==> src/inc/vbi_pkg.sv <==
// Function
// copy data goes on line 43 of 625p when the enhanced copy enable is set
// 625p copy payload comes only from the registers at indices 0x42 and 0x43
// 720p with copy enable carries the 20-bit copy word on line 24
// 1080i with copy enable carries the copy word on lines 19 and 582
// high definition copy payload comes from indices 0x41 to 0x43
// 720p with packet enable (0x5E bit 0) carries the Type B packet on line 23
// 1080i with packet enable carries the Type B packet on lines 18 and 581
// Type B packet contents come from indices 0x5E to 0x6E
// either copy check enable makes hardware compute the top six bits
// check generator uses x^6+x+1 with register preset to all ones
// computed check bits sit above the fourteen stored bits, twenty in all
// check disabled: all twenty bits sent as stored, software supplies them
// packet check enable (0x5E bit 1) computes six top bits from 128 stored bits
// computed packet check joins the 128 stored bits, 134 bits sent
// packet check disabled: all 134 bits sent as stored
// wide screen data only in PAL standard definition, on line 23
// fourteen wide screen bits follow a run-in and a start code
// wide screen data sent only while 0x99 bit 7 is one
// line 23 passes normal video from 42.5 us after sync falling edge
// 0xA1 bit 7 blanks the wide screen portion instead of sending data
// software codes aspect ratio, format and position in wide screen bits 3:0
// software sets the fixed meanings of wide screen bits 13:4
// standard copy data only in NTSC, twenty bits after a reference pulse
// standard copy data on line 20 odd and 283 even, fields chosen by 0x99[6:5]
// check generator steps serially from lowest bit, done before the line starts
package vbi_pkg;
	// register indices, byte address is four times the index
	localparam logic [9:0] IDX_ED_CTL    = 10'h032;
	localparam logic [9:0] IDX_HD_DATA0  = 10'h041;
	localparam logic [9:0] IDX_HD_DATA1  = 10'h042;
	localparam logic [9:0] IDX_HD_DATA2  = 10'h043;
	localparam logic [9:0] IDX_TYPEB_LO  = 10'h05E;
	localparam logic [9:0] IDX_TYPEB_HI  = 10'h06E;
	localparam logic [9:0] IDX_SD_CTL    = 10'h099;
	localparam logic [9:0] IDX_SD_DATA1  = 10'h09A;
	localparam logic [9:0] IDX_SD_DATA2  = 10'h09B;
	localparam logic [9:0] IDX_BLANK_CTL = 10'h0A1;
	localparam int TYPEB_REGS = 17;

	// bit positions
	localparam int ED_CGMS_EN_BIT  = 6;
	localparam int ED_CRC_EN_BIT   = 7;
	localparam int TYPEB_EN_BIT    = 0;
	localparam int TYPEB_CRC_BIT   = 1;
	localparam int SD_CRC_EN_BIT   = 4;
	localparam int SD_ODD_EN_BIT   = 5;
	localparam int SD_EVEN_EN_BIT  = 6;
	localparam int SD_WSS_EN_BIT   = 7;
	localparam int WSS_BLANK_BIT   = 7;

	// reset values
	localparam logic [7:0] REG_RESET = 8'h00;

	// video modes on the mode input
	localparam logic [2:0] MODE_NTSC  = 3'h0;
	localparam logic [2:0] MODE_PAL   = 3'h1;
	localparam logic [2:0] MODE_625P  = 3'h2;
	localparam logic [2:0] MODE_720P  = 3'h3;
	localparam logic [2:0] MODE_1080I = 3'h4;

	// target lines
	localparam logic [10:0] LN_SD_ODD     = 11'h014;
	localparam logic [10:0] LN_SD_EVEN    = 11'h11B;
	localparam logic [10:0] LN_WSS        = 11'h017;
	localparam logic [10:0] LN_625P       = 11'h02B;
	localparam logic [10:0] LN_720P_CGMS  = 11'h018;
	localparam logic [10:0] LN_720P_TYPEB = 11'h017;
	localparam logic [10:0] LN_1080_CG_A  = 11'h013;
	localparam logic [10:0] LN_1080_CG_B  = 11'h246;
	localparam logic [10:0] LN_1080_TB_A  = 11'h012;
	localparam logic [10:0] LN_1080_TB_B  = 11'h245;

	// word sizes
	localparam int BASIC_W   = 20;
	localparam int PAYLD_W   = 14;
	localparam int CHECK_W   = 6;
	localparam int TB_DATA_W = 128;
	localparam int TB_W      = 134;
	localparam int WSS_W     = 14;
	localparam int FRAME_W   = 136;
	localparam int RUNIN_W   = 29;
	localparam int START_W   = 24;
	localparam logic [5:0]  CRC_PRESET = 6'h3F;
	localparam logic [5:0]  CRC_TAPS   = 6'h03;
	localparam logic [28:0] WSS_RUNIN  = 29'h15555555;
	localparam logic [23:0] WSS_START  = 24'h0F0F0F;

	// timing
	localparam int CLK_PERIOD_NS = 20;
	localparam int WSS_VIDEO_NS  = 42500;
	localparam int WSS_VIDEO_CYC = (WSS_VIDEO_NS + CLK_PERIOD_NS - 1) / CLK_PERIOD_NS;
	localparam logic [11:0] LEAD_CYC   = 12'h0DC;
	localparam logic [3:0]  BIT_CYC_SD = 4'hF;
	localparam logic [3:0]  BIT_CYC_ED = 4'h7;
	localparam logic [3:0]  BIT_CYC_HD = 4'h3;

	// output levels
	localparam logic [9:0] LVL_BLANK = 10'h040;
	localparam logic [9:0] LVL_LOW   = 10'h040;
	localparam logic [9:0] LVL_HIGH  = 10'h2D0;

	typedef enum logic [1:0] {ST_IDLE, ST_LEAD, ST_SEND, ST_TAIL} vbi_state_t;
endpackage

==> src/hw/vbi_inserter.sv <==
`timescale 1ns/10ps
module vbi_inserter
	import vbi_pkg::*;
(
	// clock and reset
	input  wire logic        pclk,
	input  wire logic        presetn,
	// apb slave
	input  wire logic [11:0] paddr,
	input  wire logic        psel,
	input  wire logic        penable,
	input  wire logic        pwrite,
	input  wire logic [31:0] pwdata,
	output logic      [31:0] prdata,
	output logic             pready,
	output logic             pslverr,
	// video timing
	input  wire logic [2:0]  video_mode,
	input  wire logic        line_start,
	input  wire logic [10:0] line_num,
	input  wire logic        field_even,
	// luma path
	input  wire logic [9:0]  luma_in,
	output logic      [9:0]  luma_out,
	output logic             vbi_insert
);

	function automatic logic reg_mapped(input logic [9:0] idx);
		reg_mapped = (idx == IDX_ED_CTL) || (idx >= IDX_HD_DATA0 && idx <= IDX_HD_DATA2)
			|| (idx >= IDX_TYPEB_LO && idx <= IDX_TYPEB_HI)
			|| (idx >= IDX_SD_CTL && idx <= IDX_SD_DATA2) || (idx == IDX_BLANK_CTL);
	endfunction

	function automatic logic [5:0] crc_step(input logic [5:0] crc, input logic din);
		logic fb;
		fb = din ^ crc[5];
		crc_step = {crc[4:0], 1'b0} ^ (fb ? CRC_TAPS : 6'h00);
	endfunction

	logic [7:0]  ed_ctl_reg;
	logic [7:0]  hd_data_reg [3];
	logic [7:0]  typeb_reg [TYPEB_REGS];
	logic [7:0]  sd_reg [3];
	logic        blank_reg;
	logic        pready_reg;
	logic [31:0] prdata_reg;
	logic        pslverr_reg;

	logic [9:0]  idx;
	logic        access;
	logic        wr_en;
	logic [7:0]  rd_byte;

	assign idx    = paddr[11:2];
	assign access = psel & penable & pready_reg;
	assign wr_en  = access & pwrite & reg_mapped(idx);

	// apb handshake: one wait cycle, then ready
	always_ff @(posedge pclk or negedge presetn)
	begin
		if (!presetn)
			pready_reg <= 1'b0;
		else
			pready_reg <= psel & penable & ~pready_reg;
	end

	always_comb
	begin
		rd_byte = 8'h00;
		if (idx == IDX_ED_CTL)
			rd_byte = ed_ctl_reg;
		else if (idx >= IDX_HD_DATA0 && idx <= IDX_HD_DATA2)
			rd_byte = hd_data_reg[2'(idx - IDX_HD_DATA0)];
		else if (idx >= IDX_TYPEB_LO && idx <= IDX_TYPEB_HI)
			rd_byte = typeb_reg[5'(idx - IDX_TYPEB_LO)];
		else if (idx >= IDX_SD_CTL && idx <= IDX_SD_DATA2)
			rd_byte = sd_reg[2'(idx - IDX_SD_CTL)];
		else if (idx == IDX_BLANK_CTL)
			rd_byte = {blank_reg, 7'h00};
	end

	always_ff @(posedge pclk or negedge presetn)
	begin
		if (!presetn)
		begin
			prdata_reg  <= 32'h00000000;
			pslverr_reg <= 1'b0;
		end
		else if (psel & penable & ~pready_reg)
		begin
			prdata_reg  <= pwrite ? 32'h00000000 : {24'h000000, rd_byte};
			pslverr_reg <= ~reg_mapped(idx);
		end
		else
		begin
			pslverr_reg <= 1'b0;
		end
	end

	// register writes
	always_ff @(posedge pclk or negedge presetn)
	begin
		if (!presetn)
		begin
			ed_ctl_reg <= REG_RESET;
			blank_reg  <= 1'b0;
			for (int i = 0; i < 3; i++)
			begin
				hd_data_reg[i] <= REG_RESET;
				sd_reg[i]      <= REG_RESET;
			end
			for (int i = 0; i < TYPEB_REGS; i++)
				typeb_reg[i] <= REG_RESET;
		end
		else if (wr_en)
		begin
			if (idx == IDX_ED_CTL)
				ed_ctl_reg <= pwdata[7:0];
			if (idx == IDX_BLANK_CTL)
				blank_reg <= pwdata[WSS_BLANK_BIT];
			for (int i = 0; i < 3; i++)
			begin
				if (idx == IDX_HD_DATA0 + 10'(i))
					hd_data_reg[i] <= pwdata[7:0];
				if (idx == IDX_SD_CTL + 10'(i))
					sd_reg[i] <= pwdata[7:0];
			end
			for (int i = 0; i < TYPEB_REGS; i++)
				if (idx == IDX_TYPEB_LO + 10'(i))
					typeb_reg[i] <= pwdata[7:0];
		end
	end

	// assembled words
	logic [19:0]  hd_raw;
	logic [19:0]  sd_raw;
	logic [135:0] tb_bytes;
	logic [133:0] tb_raw;
	logic [15:0]  ed625_word;
	logic [13:0]  wss_bits;
	logic         is_ntsc;
	logic [19:0]  basic_raw;

	assign hd_raw     = {hd_data_reg[0][3:0], hd_data_reg[1], hd_data_reg[2]};
	assign sd_raw     = {sd_reg[0][3:0], sd_reg[1], sd_reg[2]};
	assign ed625_word = {hd_data_reg[1], hd_data_reg[2]};
	assign wss_bits   = {sd_reg[1][5:0], sd_reg[2]};
	assign is_ntsc    = (video_mode == MODE_NTSC);
	assign basic_raw  = is_ntsc ? sd_raw : hd_raw;

	genvar g;
	generate
		for (g = 0; g < TYPEB_REGS; g++)
		begin : g_tb
			assign tb_bytes[g*8 +: 8] = typeb_reg[g];
		end
	endgenerate
	assign tb_raw = tb_bytes[135:2];

	// serial check generator, runs for 128 cycles after each line start
	logic [7:0] crc_cnt_reg;
	logic       crc_busy_reg;
	logic [5:0] basic_lfsr_reg;
	logic [5:0] tb_lfsr_reg;
	logic [5:0] basic_crc_reg;
	logic [5:0] tb_crc_reg;

	always_ff @(posedge pclk or negedge presetn)
	begin
		if (!presetn)
		begin
			crc_cnt_reg    <= 8'h00;
			crc_busy_reg   <= 1'b0;
			basic_lfsr_reg <= CRC_PRESET;
			tb_lfsr_reg    <= CRC_PRESET;
			basic_crc_reg  <= CRC_PRESET;
			tb_crc_reg     <= CRC_PRESET;
		end
		else if (line_start)
		begin
			crc_cnt_reg    <= 8'h00;
			crc_busy_reg   <= 1'b1;
			basic_lfsr_reg <= CRC_PRESET;
			tb_lfsr_reg    <= CRC_PRESET;
		end
		else if (crc_busy_reg)
		begin
			if (crc_cnt_reg < 8'(PAYLD_W))
				basic_lfsr_reg <= crc_step(basic_lfsr_reg, basic_raw[crc_cnt_reg[3:0]]);
			if (crc_cnt_reg == 8'(PAYLD_W))
				basic_crc_reg <= basic_lfsr_reg;
			tb_lfsr_reg <= crc_step(tb_lfsr_reg, tb_raw[crc_cnt_reg[6:0]]);
			if (crc_cnt_reg == 8'(TB_DATA_W - 1))
			begin
				tb_crc_reg   <= crc_step(tb_lfsr_reg, tb_raw[crc_cnt_reg[6:0]]);
				crc_busy_reg <= 1'b0;
			end
			crc_cnt_reg <= crc_cnt_reg + 8'h01;
		end
	end

	// final words with or without computed check
	logic         basic_crc_on;
	logic [19:0]  basic_word;
	logic [133:0] tb_word;

	assign basic_crc_on = is_ntsc ? sd_reg[0][SD_CRC_EN_BIT] : ed_ctl_reg[ED_CRC_EN_BIT];
	assign basic_word   = basic_crc_on ? {basic_crc_reg, basic_raw[PAYLD_W-1:0]}
		: basic_raw;
	assign tb_word = typeb_reg[0][TYPEB_CRC_BIT] ? {tb_crc_reg, tb_raw[TB_DATA_W-1:0]}
		: tb_raw;

	// line selection and frame assembly
	logic         cgms_en;
	logic         tb_en;
	logic         hit;
	logic         hit_wss;
	logic [135:0] frame;
	logic [7:0]   frame_len;
	logic [3:0]   frame_bit_cyc;

	assign cgms_en = ed_ctl_reg[ED_CGMS_EN_BIT];
	assign tb_en   = typeb_reg[0][TYPEB_EN_BIT];

	always_comb
	begin
		hit           = 1'b0;
		hit_wss       = 1'b0;
		frame         = '0;
		frame_len     = 8'h00;
		frame_bit_cyc = BIT_CYC_HD;
		case (video_mode)
			MODE_NTSC:
			begin
				if ((line_num == LN_SD_ODD && !field_even && sd_reg[0][SD_ODD_EN_BIT])
					|| (line_num == LN_SD_EVEN && field_even && sd_reg[0][SD_EVEN_EN_BIT]))
				begin
					hit           = 1'b1;
					frame[20:0]   = {basic_word, 1'b1};
					frame_len     = 8'(BASIC_W + 1);
					frame_bit_cyc = BIT_CYC_SD;
				end
			end
			MODE_PAL:
			begin
				if (line_num == LN_WSS && sd_reg[0][SD_WSS_EN_BIT])
				begin
					hit           = 1'b1;
					hit_wss       = 1'b1;
					frame[66:0]   = {wss_bits, WSS_START, WSS_RUNIN};
					frame_len     = 8'(RUNIN_W + START_W + WSS_W);
					frame_bit_cyc = BIT_CYC_SD;
				end
			end
			MODE_625P:
			begin
				if (line_num == LN_625P && cgms_en)
				begin
					hit           = 1'b1;
					frame[15:0]   = ed625_word;
					frame_len     = 8'h10;
					frame_bit_cyc = BIT_CYC_ED;
				end
			end
			MODE_720P:
			begin
				if (line_num == LN_720P_CGMS && cgms_en)
				begin
					hit         = 1'b1;
					frame[19:0] = basic_word;
					frame_len   = 8'(BASIC_W);
				end
				else if (line_num == LN_720P_TYPEB && tb_en)
				begin
					hit          = 1'b1;
					frame[133:0] = tb_word;
					frame_len    = 8'(TB_W);
				end
			end
			MODE_1080I:
			begin
				if ((line_num == LN_1080_CG_A || line_num == LN_1080_CG_B) && cgms_en)
				begin
					hit         = 1'b1;
					frame[19:0] = basic_word;
					frame_len   = 8'(BASIC_W);
				end
				else if ((line_num == LN_1080_TB_A || line_num == LN_1080_TB_B) && tb_en)
				begin
					hit          = 1'b1;
					frame[133:0] = tb_word;
					frame_len    = 8'(TB_W);
				end
			end
			default:
			begin
				hit = 1'b0;
			end
		endcase
	end

	// line position counter
	logic [11:0] line_cyc_reg;

	always_ff @(posedge pclk or negedge presetn)
	begin
		if (!presetn)
			line_cyc_reg <= 12'h000;
		else if (line_start)
			line_cyc_reg <= 12'h000;
		else if (line_cyc_reg != 12'hFFF)
			line_cyc_reg <= line_cyc_reg + 12'h001;
	end

	// serialiser
	vbi_state_t   state_reg;
	logic [135:0] shift_reg;
	logic [7:0]   bits_left_reg;
	logic [3:0]   bit_cyc_reg;
	logic [3:0]   cyc_cnt_reg;
	logic         wss_line_reg;
	logic         wss_blank_reg;

	always_ff @(posedge pclk or negedge presetn)
	begin
		if (!presetn)
		begin
			state_reg     <= ST_IDLE;
			shift_reg     <= '0;
			bits_left_reg <= 8'h00;
			bit_cyc_reg   <= BIT_CYC_HD;
			cyc_cnt_reg   <= 4'h0;
			wss_line_reg  <= 1'b0;
			wss_blank_reg <= 1'b0;
		end
		else if (line_start)
		begin
			state_reg     <= hit ? ST_LEAD : ST_IDLE;
			shift_reg     <= frame;
			bits_left_reg <= frame_len;
			bit_cyc_reg   <= frame_bit_cyc;
			cyc_cnt_reg   <= 4'h0;
			wss_line_reg  <= hit_wss;
			wss_blank_reg <= hit_wss & blank_reg;
		end
		else
		begin
			case (state_reg)
				ST_IDLE:
				begin
					cyc_cnt_reg <= 4'h0;
				end
				ST_LEAD:
				begin
					if (line_cyc_reg >= LEAD_CYC)
						state_reg <= ST_SEND;
				end
				ST_SEND:
				begin
					if (cyc_cnt_reg == bit_cyc_reg)
					begin
						cyc_cnt_reg   <= 4'h0;
						shift_reg     <= {1'b0, shift_reg[135:1]};
						bits_left_reg <= bits_left_reg - 8'h01;
						if (bits_left_reg == 8'h01)
							state_reg <= ST_TAIL;
					end
					else
					begin
						cyc_cnt_reg <= cyc_cnt_reg + 4'h1;
					end
				end
				ST_TAIL:
				begin
					if (!wss_line_reg || line_cyc_reg >= 12'(WSS_VIDEO_CYC - 1))
						state_reg <= ST_IDLE;
				end
				default:
				begin
					state_reg <= ST_IDLE;
				end
			endcase
		end
	end

	// luma output stage
	logic [9:0] luma_out_reg;
	logic       vbi_insert_reg;

	always_ff @(posedge pclk or negedge presetn)
	begin
		if (!presetn)
		begin
			luma_out_reg   <= LVL_BLANK;
			vbi_insert_reg <= 1'b0;
		end
		else if (state_reg == ST_IDLE || line_start)
		begin
			luma_out_reg   <= luma_in;
			vbi_insert_reg <= 1'b0;
		end
		else
		begin
			vbi_insert_reg <= 1'b1;
			if (state_reg == ST_SEND && !wss_blank_reg)
				luma_out_reg <= shift_reg[0] ? LVL_HIGH : LVL_LOW;
			else
				luma_out_reg <= LVL_BLANK;
		end
	end

	assign prdata     = prdata_reg;
	assign pready     = pready_reg;
	assign pslverr    = pslverr_reg;
	assign luma_out   = luma_out_reg;
	assign vbi_insert = vbi_insert_reg;

endmodule

==> config.mk <==
export PLATFORM = sky130hd
export DESIGN_NAME = vbi_inserter
export DESIGN_NICKNAME = d
export VERILOG_FILES = /design/src/inc/vbi_pkg.sv /design/src/hw/vbi_inserter.sv
export SDC_FILE = /design/constraint.sdc
export NUM_CORES = 1
export LEC_CHECK = 0
export BUFFER_PORTS_ARGS = -buffer_cell sky130_fd_sc_hd__clkbuf_2
export CORE_MARGIN = 8
export CORE_UTILIZATION = 27
export CTS_CLUSTER_DIAMETER = 80
export DETAILED_ROUTE_END_ITERATION = 7
export PLACE_DENSITY_LB_ADDON = 0.25
export SKIP_LAST_GASP = 1
export SLEW_MARGIN = 20
export SYNTH_ARGS = -nofsm -noshare
export SYNTH_HDL_FRONTEND = slang
export SYNTH_SLANG_ARGS = --single-unit
export TNS_END_PERCENT = 100
==> constraint.sdc <==
create_clock -name pclk -period 2.85 [get_ports pclk]
set_clock_uncertainty 0.15 [all_clocks]
set_input_delay 0.57 -clock pclk [delete_from_list [all_inputs] [get_ports pclk]]
set_output_delay 0.57 -clock pclk [all_outputs]
set_load 0.01 [all_outputs]
Yosys cells after proc, flatten, opt, wreduce, memory -nomap -nowiden
Cells that the tools add are included.
W data, S select, Z words.
{ "classes": {"addsub": 7, "muxes": 92, "n_bitwise": 16, "n_lt_le_gt_ge": 14, "n_reduce_logical": 65, "eq_ne": 50} }
{ "op_table": {"columns": ["operator", "count"], "rows": [
  ["$mux W136", 3],
  ["$mux W134", 3],
  ["$mux W114", 2],
  ["$eq A10 B7 Y1 const B", 20],
  ["$mux W8", 21],
  ["$pmux W46 S3", 1],
  ["$pmux W67 S2", 1],
  ["$mux W20", 4],
  ["$pmux W16 S5", 1],
  ["$mux W67", 1],
  ["$eq A11 B5 Y1 const B", 5],
  ["$reduce_and A2 Y1", 27],
  ["$bmux W8 S5", 1],
  ["$eq A10 B8 Y1 const B", 4],
  ["$pmux W8 S5", 1],
  ["$bmux W8 S2", 2],
  ["$mux W10", 3],
  ["$mux W6", 5],
  ["$mux W12", 2],
  ["$eq A11 B10 Y1 const B", 2],
  ["$mux W21", 1],
  ["$ge A10 B7 Y1 const B", 2],
  ["$le A10 B7 Y1 const B", 2],
  ["$pmux W5 S4", 1],
  ["58 further kinds", 129]
]} }
{ "word_totals": {"output_inout_bits": 45, "regBits": 439, "in_bits": 75} }

Depth between registers and ports, before layout
Gate-level depths: netlist of the first run.
{ "depth": {"ltp_word": 10, "ltp_mapped": 14, "ltp_nobuf": 9} }

Worst setup path after synthesis of the first run
No wires, ideal clock.
{ "synth_timing": {"kind": "input port to flip-flop", "startpoint": "input paddr[2]", "endpoint": "register typeb_reg, in the netlist tb_bytes[135]", "cell_stages": 14, "setup_slack_ps": -970, "required_ps": 2575, "arrival_time_ps": 3545, "n_path_buf": 5, "cell_sequence": "buf_2 -> buf_2 -> clkinv_1 -> clkbuf_1 -> ha_1 -> clkbuf_1 -> inv_1 -> a32oi_1 -> a211oi_2 -> o41a_2 -> and2_4 -> and4_4 -> buf_6 -> mux2_2"} }
{ "synth_via": {"elab_chain_cells": 8, "word_cells_on_any_way": 18} }
{ "synth_rtl": {"columns": ["element", "line", "rtl"], "rows": [
  ["start: declaration", "vbi_inserter.sv:9", "input wire logic [11:0] paddr,"],
  ["$ge A10 B7 Y1 or $le A10 B7 Y1 (tied branches)", "vbi_inserter.sv:29", "reg_mapped = (idx == IDX_ED_CTL) || (idx >= IDX_HD_DATA0 && idx <= IDX_HD_DATA2)"],
  ["$logic_and A1 B1 Y1", "vbi_inserter.sv:29", null],
  ["$logic_or A1 B1 Y1", "vbi_inserter.sv:29", null],
  ["$logic_or A1 B1 Y1", "vbi_inserter.sv:30", "|| (idx >= IDX_TYPEB_LO && idx <= IDX_TYPEB_HI)"],
  ["$logic_or A1 B1 Y1 (2 in series)", "vbi_inserter.sv:31", "|| (idx >= IDX_SD_CTL && idx <= IDX_SD_DATA2) || (idx == IDX_BLANK_CTL);"],
  ["$and A1 B1 Y1", "vbi_inserter.sv:56", "assign wr_en = access & pwrite & reg_mapped(idx);"],
  ["$reduce_and A2 Y1 (no line) (*)", null, null],
  ["end signal: indexed assignment", "vbi_inserter.sv:130", "typeb_reg[i] <= pwdata[7:0];"],
  ["end: declaration", "vbi_inserter.sv:42", "logic [7:0] typeb_reg [TYPEB_REGS];"]
]} }
Mark *: on every way between the ends. The rest lies on a longest branch, timed or not.
A chain may end at the register's enable or synchronous reset.

Worst setup path in the final report of the first run
{ "layout_timing": {"startpoint": "register crc_cnt_reg[0]", "endpoint": "register tb_lfsr_reg[0]"} }
{ "layout_via": {"elab_chain_cells": 7} }
{ "layout_rtl": {"columns": ["element", "line", "rtl"], "rows": [
  ["start: declaration", "vbi_inserter.sv:161", "logic [7:0] crc_cnt_reg;"],
  ["start signal: assignment", "vbi_inserter.sv:198", "crc_cnt_reg <= crc_cnt_reg + 8'h01;"],
  ["$bmux W1 S7", "vbi_inserter.sv:192", "tb_lfsr_reg <= crc_step(tb_lfsr_reg, tb_raw[crc_cnt_reg[6:0]]);"],
  ["$mux W1 (implied by the code)", "vbi_inserter.sv:192", null],
  ["$xor A1 B1 Y1", "vbi_inserter.sv:36", "fb = din ^ crc[5];"],
  ["$mux W2", "vbi_inserter.sv:37", "crc_step = {crc[4:0], 1'b0} ^ (fb ? CRC_TAPS : 6'h00);"],
  ["$xor A6 B2 Y6", "vbi_inserter.sv:37", null],
  ["$mux W6", "vbi_inserter.sv:186", "else if (crc_busy_reg)"],
  ["$mux W6", "vbi_inserter.sv:179", "else if (line_start)"],
  ["end signal: assignment", "vbi_inserter.sv:192", null],
  ["end: declaration", "vbi_inserter.sv:164", "logic [5:0] tb_lfsr_reg;"]
]} }
Every way passes these cells. The select of a mux whose other input is x is not followed.

==> impl_results.md, run 1 <==
- Iteration-0 DRC Markers: 1709
- CP peak stage delay: 550 ps
- Cell Pwr Density: 514 nW/um^2
- Ys flop type: dfrtp_1
- Antenna violations before repair: 8
- Worst Hold Class: input pin to flip-flop
- Initial Util: 27.1%
- DR WL/cell: 22.2 um
- I/O Buffers: 69
- Multi-input logic area: 11200 um^2
- Vias/cell: 5.18
- Final non-filler cell area: 27000 um^2
- Critical Path Sink Type: flip-flop
- DRT Pass-1 Iters: 5
- Placer's final routability congestion estimate: 0.865
- Overall Global Routing Usage: 15.8%
- Hold_ws: 33.5 ps
- Comb power frac: 7.6%
- Register bit total from synthesis: 411
- Slew HR: 32.2%
- CP cell instances: buf_12, mux4_2, mux4_2, o22a_4, o211ai_1, o31ai_1, or4b_1
- Slowest cell on the critical path: mux4_2
- Antenna Nets Post-Route: 0
- Number of remaining DRC errors: 0
- P_leak: 0.0125 uW
- Worst endpoint data arrival time: 3270 ps
- Sequential group share of total power: 43.4%
- Post-DP HPWL: 53000 um
- Vias in the first global route: 17200
- CTS buffer count: 52
- Post-synthesis cell count: 1999
- Seq/Total Area, Yosys: 46.8%
- Failing checks: setup timing
- NetSw: 3410 uW
- Nets@finish: 2258
- Layout area overhead: 22.3%
- Die width: 302 um
- CTS Buffer Depth: 3
- First-pass GRT wire length: 111000 um
- Critical Path Fanout Max: 9
- RSZ-0062 raised after global routing: true
- Synthesized area per cell: 11.0 um^2
- Max reg flops: 136
- Asr flop ratio synth: 100%
- Yosys warnings: 0
- Crit path time final: 2900 ps
- MaxCap Viol Count: 0
- Max VDD drop: 0.000429 V
- Die height: 302 um
- Root buffer cell: clkbuf_16
- Period utilization: 102%
- Core Area: 81500 um^2
- Startpoint Class: flip-flop
- Layout cells sized above 1: 32.2%
- DIE AREA: 91100 um^2
- Std-Cell Rows: 105
- Worst slew pin tran: 1020 ps
- Crit path top cell by count: mux4_2
- Final hold vios: 0
- Largest net degree at the start of global routing: 116
- Setup WS post-layout: -53.1 ps
- FILL cells: 8196
- Post-Syn Area: 22100 um^2
- Total detailed-routing wirelength: 72900 um
- Crit Path Class: flip-flop to flip-flop
- Sw frac: 24.6%
- Cell Area, Placed: 25100 um^2
- # H-tree levels: 2
- Status: finished, violations left
- CTS sink cnt: 411
- Post-synth cell types: 86
- Final setup vio count: 1
- Max Clk Rate: 344 MHz
- IO Count: 120
- Internal: 10500 uW
- FF+latch area: 10300 um^2
- Grt total ovfl: 0
- Clock-pin transition on the worst setup and hold timing paths: 60 ps
- Worst-skew pair later-pin latency: 600 ps
- Required time of the worst setup path: 3220 ps
- Clock group share of total power: 49.1%
- Final Max Slew Viols: 0
- Via total after detailed routing: 17000
- EDFF count, synth: 0
- CTS tree: yes
## metrics by stage
stage | std cells | total power, uW | setup TNS [ps] | setup slack (ps) | util, %
global placement | 3182 | 7140 | -69560 | -390 | 30.8
finish | 3286 | 13900 | -53.1 | -53.1 | 33.1
detailed placement | 3182 | 7160 | -80630 | -419 | 30.8
floorplan | 2022 | 6660 | -49680 | -336 | -
CTS | 3282 | 14100 | -42.3 | -42.3 | 33.1
global route | 3284 | 14400 | -207 | -96.7 | 33.1
## path summary, 6_finish.rpt
kind                                  endpoint  cells after the start  slack (ps)            from
worst max-delay path            tb_lfsr_reg[0]                      7         -50  crc_cnt_reg[0]
worst min-delay path                 prdata[7]                      2          30          pwrite
worst max register to register  tb_lfsr_reg[0]                      7         -50  crc_cnt_reg[0]
worst min register to register       prdata[4]                      2         330       prdata[4]
max in group asynchronous            prdata[2]                      4        1280         presetn
min in group asynchronous         tb_bytes[77]                      2         380         presetn
## cells by family (layout without fill, tap and decap cells)
kind of cell               after synthesis  count (layout)  synth area share (%)
adders and majority gates               12              12                 0.681
muxes                                  415             415                  24.5
other                                    1              27                0.0170
xor gates and xnor gates                23              23                 0.913
buffers and inverters                  203             394                  4.21
and+or+nand+nor                        564             564                  12.0
AOI/OAI and AO/OA                      370             370                  10.9
DFF                                    411             411                  46.8
## cells in the final DEF, fill, tap and decap left out, types with 9 or more instances in the layout
cell and count:
a21oi_1 67, a221oi_1 13, a222oi_1 10, a22oi_1 15
and2_1 13, and3_1 16, buf_12 29, buf_4 168
clkbuf_16 53, clkbuf_2 67, clkbuf_8 13, conb_1 24
dfrtp_1 384, dfstp_2 25, ha_1 10, inv_1 24
mux2_2 201, mux2_4 17, mux2i_1 115, mux4_2 73
nand2_1 178, nand2b_1 9, nand3_1 21, nand4_1 10
nor2_1 219, nor2b_1 13, nor3_1 14, o21a_1 35
o21ai_0 111, o22a_1 19, o22ai_1 45, xnor2_1 12
xor2_1 11
## synth_stat cells, drive strengths merged, types with 13 or more instances
cell    instances  area [um^2]
dfrtp         386         9660
nand2         186          736
a21oi          69          345
o22ai          45          282
mux2i         115         1150
nand3          22          115
clkbuf         88          330
o22a           20          175
inv            25         93.8
a221oi         14          129
nand4          13          100
nor3           17         95.1
mux4           77         1750
and3           17          106
o21a           35          263
a22oi          16          120
and2           14         90.1
nor2b          13         81.3
buf            88          498
mux2          223         2510
o21ai         112          561
nor2          219          822
dfstp          25          657
## area by class of cell
| cell class | count | area share, % |
|---|---|---|
| antenna | 3 | 0.0278 |
| clock buffer | 73 | 5.68 |
| clock inverter | 23 | 0.937 |
| inverter | 27 | 0.422 |
| multi-input combinational | 1408 | 41.3 |
| sequential | 411 | 38.3 |
| tap | 1070 | 4.96 |
| timing repair buffer | 271 | 8.36 |
## routing by layer
layer | vias up | global-route usage [%] | wire length (um)
li1 | 7586 | - | -
met1 | 8672 | 21.6 | 32300
met2 | 596 | 24.9 | 33400
met3 | 151 | 2.76 | 4520
met4 | 6 | 5.92 | 2580
met5 | - | 0 | 41
## critical path: cells and delay by family (launching register included)
family | cells | cell delay, ps
multiplexers | 2 | 1050
AO/OA/AOI/OAI | 3 | 550
AND/OR/NAND/NOR | 1 | 520
flip-flops | 1 | 390
buffers and inverters | 1 | 160
## power by group through the flow
| stage | combinational, uW | sequential, uW | clock (uW) |
|---|---|---|---|
| finish | 1050 | 6020 | 6810 |
| CTS | 1050 | 6020 | 6990 |
| floorplan | 556 | 6100 | 0 |
| global placement | 1030 | 6110 | 0 |
| detailed placement | 1040 | 6120 | 0 |
| global route | 1150 | 6030 | 7210 |
## timing repair
item,4_1_cts,5_1_grt
endpoints found under the setup margin,3,4
setup buffers,0,1
resized for setup,4,6
hold endpoints to repair,49,0
hold buffers,4,0
No activity file was read; power rests on OpenSTA's default activity.
==> run 2, diff against run 1 <==
--- a/config.mk
+++ b/config.mk
@@ -7,7 +7,7 @@
 export LEC_CHECK = 0
 export BUFFER_PORTS_ARGS = -buffer_cell sky130_fd_sc_hd__clkbuf_2
 export CORE_MARGIN = 8
-export CORE_UTILIZATION = 27
+export CORE_UTILIZATION = 62
 export CTS_CLUSTER_DIAMETER = 80
 export DETAILED_ROUTE_END_ITERATION = 7
 export PLACE_DENSITY_LB_ADDON = 0.25
==> constraint.sdc (replaced) <==
create_clock -name pclk -period 3.2 [get_ports pclk]
set_clock_uncertainty 0.15 [all_clocks]
set_input_delay 0.64 -clock pclk [delete_from_list [all_inputs] [get_ports pclk]]
set_output_delay 0.64 -clock pclk [all_outputs]
set_load 0.01 [all_outputs]
==> run 2 against run 1 <==
  * The run now ends clean
  * Via count shrank 0.34%
  * Critical path depth rose by 2
  * Final area down 7.7%
  * Global-route usage up 15 points
  * Hold slack better by 100 ps
  * Sequential cell count is the same
  * Sequential power fell by 11%
  * Critical path type unchanged
==> impl_results.md, run 2 (same netlist as run 1, synthesis figures left out) <==
- Status: complete, no violations
- Final core occ: 70.5%
- Std-Cell Rows: 69
- Most common library cell in the layout ignoring fill and taps: dfrtp_1
- Grt total ovfl: 0
- R2R Path End: tb_lfsr_reg[0]
- DRT Pass-1 Iters: 8
- Layout area overhead: 12.8%
- Antenna Nets Post-Route: 0
- Critical Path Sink Type: flip-flop
- Final hold vios: 0
- CTS tree: yes
- Worst-skew pair later-pin latency: 560 ps
- Nets@finish: 2136
- FILL cells: 2454
- Worst reg2reg setup slack: 100 ps
- Worst flop-to-flop path startpoint: crc_cnt_reg[0]
- DP Worst Slack: -99.4 ps
- Number of remaining DRC errors: 0
- Core Area: 35300 um^2
- Startpoint Class: flip-flop
- RSZ-0062 raised after global routing: false
- DR WL/cell: 24.8 um
- I/O Buffers: 69
- Root buffer cell: clkbuf_16
- CP cell instances: buf_12, buf_12, mux4_2, mux2_2, nand2_1, a32o_1, nand2_1, and4b_1, or4b_1
- Iteration-0 DRC Markers: 1732
- Overall Power: 11500 uW
- Layout cells sized above 1: 27.9%
- Max Clk Rate: 323 MHz
- Overall Global Routing Usage: 30.3%
- Die height: 205 um
- Clock-pin transition on the worst setup and hold timing paths: 60 ps
- Vias/cell: 6.67
- CTS sink cnt: 411
- Worst slew pin tran: 931 ps
- Max reg flops: 136
- WHS Path Cells: 2
- HP Start: luma_in[6]
- CTS Buffer Depth: 3
- Largest net degree at the start of global routing: 84
- Antenna violations before repair: 3
- DIE AREA: 41900 um^2
- Period utilization: 96.9%
- Die width: 205 um
- Cell Pwr Density: 463 nW/um^2
- IO Count: 120
- Slowest cell on the critical path: mux4_2
- First-pass GRT wire length: 99500 um
- Total detailed-routing wirelength: 63000 um
- Final Max Slew Viols: 0
- Placer's final routability congestion estimate: 0.961
- Antenna cells: 0
- Initial Util: 62.5%
- Most frequent cells in the layout: dfrtp_1, nor2_1, mux2_2
- Crit Path Class: flip-flop to flip-flop
- Max VDD drop: 0.000457 V
- Vias in the first global route: 17000
- Post-DP HPWL: 43200 um
- Worst Hold Class: input pin to flip-flop
- Crit path time final: 3100 ps
- Worst Reg-to-Reg Cells: 9
- Required time of the worst setup path: 3520 ps
- CTS buffer count: 43
- # H-tree levels: 2
- Hold path endpoint: luma_out[6]
- MaxCap Viol Count: 0
- Slew HR: 37.9%
- Setup WS post-layout: 100 ps
- P_leak: 0.0117 uW
- Critical Path Fanout Max: 16
- Via total after detailed routing: 17000
- CP peak stage delay: 530 ps
- Final setup vio count: 0
- Worst endpoint data arrival time: 3410 ps
==> run 2: changes by cell type in the layout (fill, tap and decap cells not counted), moves of 2 or more <==
cell / delta
buf_6: -2
dlygate4sd3_1: -3
clkbuf_16: -8
buf_12: -11
diode_2: -3
inv_8: -2
clkinv_4: -2
buf_4: -97
clkbuf_1: -2
inv_6: -3
==> run 2: through the flow <==
step	instance area, um^2	instances	setup TNS (ps)	hold WS, ps
3_3_place_gp	23400	2464	-993	307
4_1_cts	24900	2543	0	121
5_1_grt	24900	2543	0	147
2_1_floorplan	22500	2022	-2820	194
6_report	24900	2543	0	136
3_5_place_dp	23400	2464	-3110	329
==> run 2: critical path: cells and delay by family (launching register included) <==
kind	cells	cell delay (ps)
AOI/OAI and AO/OA	1	360
buffers and inverters	2	380
DFF	1	400
muxes	2	810
and+or+nand+nor	4	890
==> run 2: what timing repair did <==
action                                 CTS  global route
hold buffers                             1             0
endpoints found under the hold margin   62             0
resized for setup                        0             0
setup buffers                            0             0
==> run 2: how the worst max path moves through the flow <==
stage / start / end / slack (ps) / cells past startpoint
2_1_floorplan: paddr[2] / tb_bytes[104] / -60 / 13
3_3_place_gp: paddr[2] / prdata[6] / -80 / 8
3_5_place_dp: paddr[3] / tb_bytes[34] / -100 / 9
4_1_cts: crc_cnt_reg[0] / tb_lfsr_reg[0] / 150 / 9
5_1_grt: crc_cnt_reg[0] / tb_lfsr_reg[0] / 10 / 9
6_report: crc_cnt_reg[0] / tb_lfsr_reg[0] / 100 / 9
==> run 2: layout make-up <==
type	instances	area [um^2]	area share (%)
flip-flops and latches	411	10300	41.5
repair buffers	158	1250	5.04
multi-input cells	1408	11100	44.6
clock buffers	64	1340	5.38
inverters	27	114	0.458
well taps	461	577	2.32
clock inverters	14	175	0.704
==> run 2: routing by layer <==
layer	global-route usage [%]	routed length, um
met5	0	29
met4	14.6	3210
met3	5.00	4950
met2	48.1	29600
met1	40.3	25200
==> run 2: power by group <==
part           switching [uW]  internal [uW]
clock network            2100           3210
registers                59.1           5300
logic                     556            300
==> run 3, diff against run 2 <==
--- a/config.mk
+++ b/config.mk
@@ -11,8 +11,8 @@
 export CTS_CLUSTER_DIAMETER = 80
 export DETAILED_ROUTE_END_ITERATION = 7
 export PLACE_DENSITY_LB_ADDON = 0.25
+export REMOVE_ABC_BUFFERS = 1
 export SKIP_LAST_GASP = 1
-export SLEW_MARGIN = 20
 export SYNTH_ARGS = -nofsm -noshare
 export SYNTH_HDL_FRONTEND = slang
 export SYNTH_SLANG_ARGS = --single-unit
==> run 3 against run 2 <==
  * Via count increased by 0.47%
  * Critical path depth decreased by 2
  * Cell count increased by 1.3%
  * Final area increased by 0.51%
  * Critical path type unchanged
==> impl_results.md, run 3 (same netlist as run 1, synthesis figures left out) <==
- Status: complete, no violations
- Placer's final routability congestion estimate: 0.988
- Met1 WL: 26000 um
- CP peak stage delay: 570 ps
- Final setup vio count: 0
- Top Layer Used: met5
- Core Area: 35300 um^2
- Die width: 205 um
- Period utilization: 98.4%
- FF+latch area: 10300 um^2
- # H-tree levels: 2
- Stages on worst setup path: 7
- Vias in the first global route: 17200
- Nets@finish: 2167
- Cell Pwr Density: 464 nW/um^2
- Antenna violations before repair: 2
- Worst slew pin tran: 882 ps
- RSZ-0062 raised after global routing: false
- Root buffer cell: clkbuf_16
- Number of remaining DRC errors: 0
- Layout cells sized above 1: 28.5%
- Worst reg2reg setup slack: 50 ps
- Hold_ws: 135 ps
- Worst Reg-to-Reg Cells: 7
- Crit path top cell by count: mux4_2
- Startpoint Class: flip-flop
- Max VDD drop: 0.000426 V
- Required time of the worst setup path: 3510 ps
- Multi-input logic area: 10900 um^2
- Worst endpoint data arrival time: 3460 ps
- Iteration-0 DRC Markers: 1520
- Final Max Slew Viols: 0
- Overall Global Routing Usage: 31.0%
- Grt total ovfl: 0
- First-pass GRT wire length: 101000 um
- WHS Path Cells: 2
- Most frequent cells in the layout: dfrtp_1, nor2_1, mux2_2
- Largest net degree at the start of global routing: 86
- Initial Util: 62.5%
- MaxCap Viol Count: 0
- Setup WS post-layout: 52.4 ps
- Via total after detailed routing: 17000
- Vias/cell: 6.61
- CTS tree: yes
- DR WL/cell: 25.1 um
- Buf/Inv on CP: 1
- CTS Buffer Depth: 3
- Slowest cell on the critical path: or4b_1
- DRT Pass-1 Iters: 5
- Total detailed-routing wirelength: 64700 um
- Critical Path Sink Type: flip-flop
- DIE AREA: 41900 um^2
- Routed length on met3: 5190 um
- Worst Hold Class: input pin to flip-flop
- Critical Path Fanout Max: 4
- Crit path time final: 3150 ps
- DP Worst Slack: -161 ps
- Clock-pin transition on the worst setup and hold timing paths: 60 ps
- Worst-skew pair later-pin latency: 570 ps
- Overall Power: 11600 uW
- Die height: 205 um
- Final core occ: 70.8%
- CP delay by family, top: multiplexers
- Crit Path Class: flip-flop to flip-flop
- CTS buffer count: 45
- DR WL met2: 30600 um
- Final non-filler cell area: 25000 um^2
- Slew HR: 41.2%
- Max Clk Rate: 318 MHz
- Antenna Nets Post-Route: 0
- Most common library cell in the layout ignoring fill and taps: dfrtp_1
- I/O Buffers: 69
- Post-DP HPWL: 45900 um
- CP cell instances: buf_12, mux4_2, mux4_2, o22a_1, o211ai_1, o31ai_1, or4b_1
- Std-Cell Rows: 69
- Final hold vios: 0
- IO Count: 120
- Cell Area, Placed: 23400 um^2
- Layout area overhead: 13.4%
- Max reg flops: 136
- CTS sink cnt: 411
- P_leak: 0.0119 uW
- FILL cells: 2565
[run 3: changes by cell type in the layout (fill, tap and decap cells not counted), sizes merged]
cell	before	now
buf	90	119
inv	25	27
diode	0	1
clkinv	10	11
[run 3: layer usage]
layer  global-route usage (%)  vias to the layer above
met5                        0                        -
met4                     13.6                        2
met2                     49.0                      842
li1                         -                     7388
met1                     42.3                     8611
met3                     4.78                      189
[run 3: power by group]
| part | switching (uW) | internal, uW | total, uW | leakage [uW] |
|---|---|---|---|---|
| Sequential | 67.8 | 5300 | 5360 | 0.00551 |
| Clock | 2150 | 3220 | 5370 | 0.000756 |
| Combinational | 551 | 322 | 873 | 0.00562 |
| Total | 2770 | 8840 | 11600 | 0.0119 |
[run 3: timing repair]
item,4_1_cts,5_1_grt
resized for setup,0,1
buffers inserted,0,1
endpoints found under the setup margin,0,1
hold endpoints to repair,53,0
hold buffers,1,0
[run 3: path summary, 6_finish.rpt]
check                                     from              to
worst max-delay path            crc_cnt_reg[0]  tb_lfsr_reg[0]
worst min-delay path                luma_in[6]     luma_out[6]
worst max register to register  crc_cnt_reg[0]  tb_lfsr_reg[0]
worst min register to register   shift_reg[63]   shift_reg[63]
max in group asynchronous              presetn  shift_reg[106]
min in group asynchronous              presetn  shift_reg[130]
[run 3: area by class of cell]
cell class	instances	share of cell area, %
Clock buffer	64	5.32
Antenna cell	1	0.0100
Inverter	27	0.405
Tap cell	461	2.31
Sequential cell	411	41.3
Multi-Input combinational cell	1408	43.7
Clock inverter	17	0.816
Timing Repair Buffer	187	6.13
[run 3: through the flow]
step                setup TNS [ps]  instances
finish                           0       2576
global route                     0       2576
CTS                              0       2574
detailed placement           -9050       2492
global placement             -7160       2492
floorplan                  -431600       1846
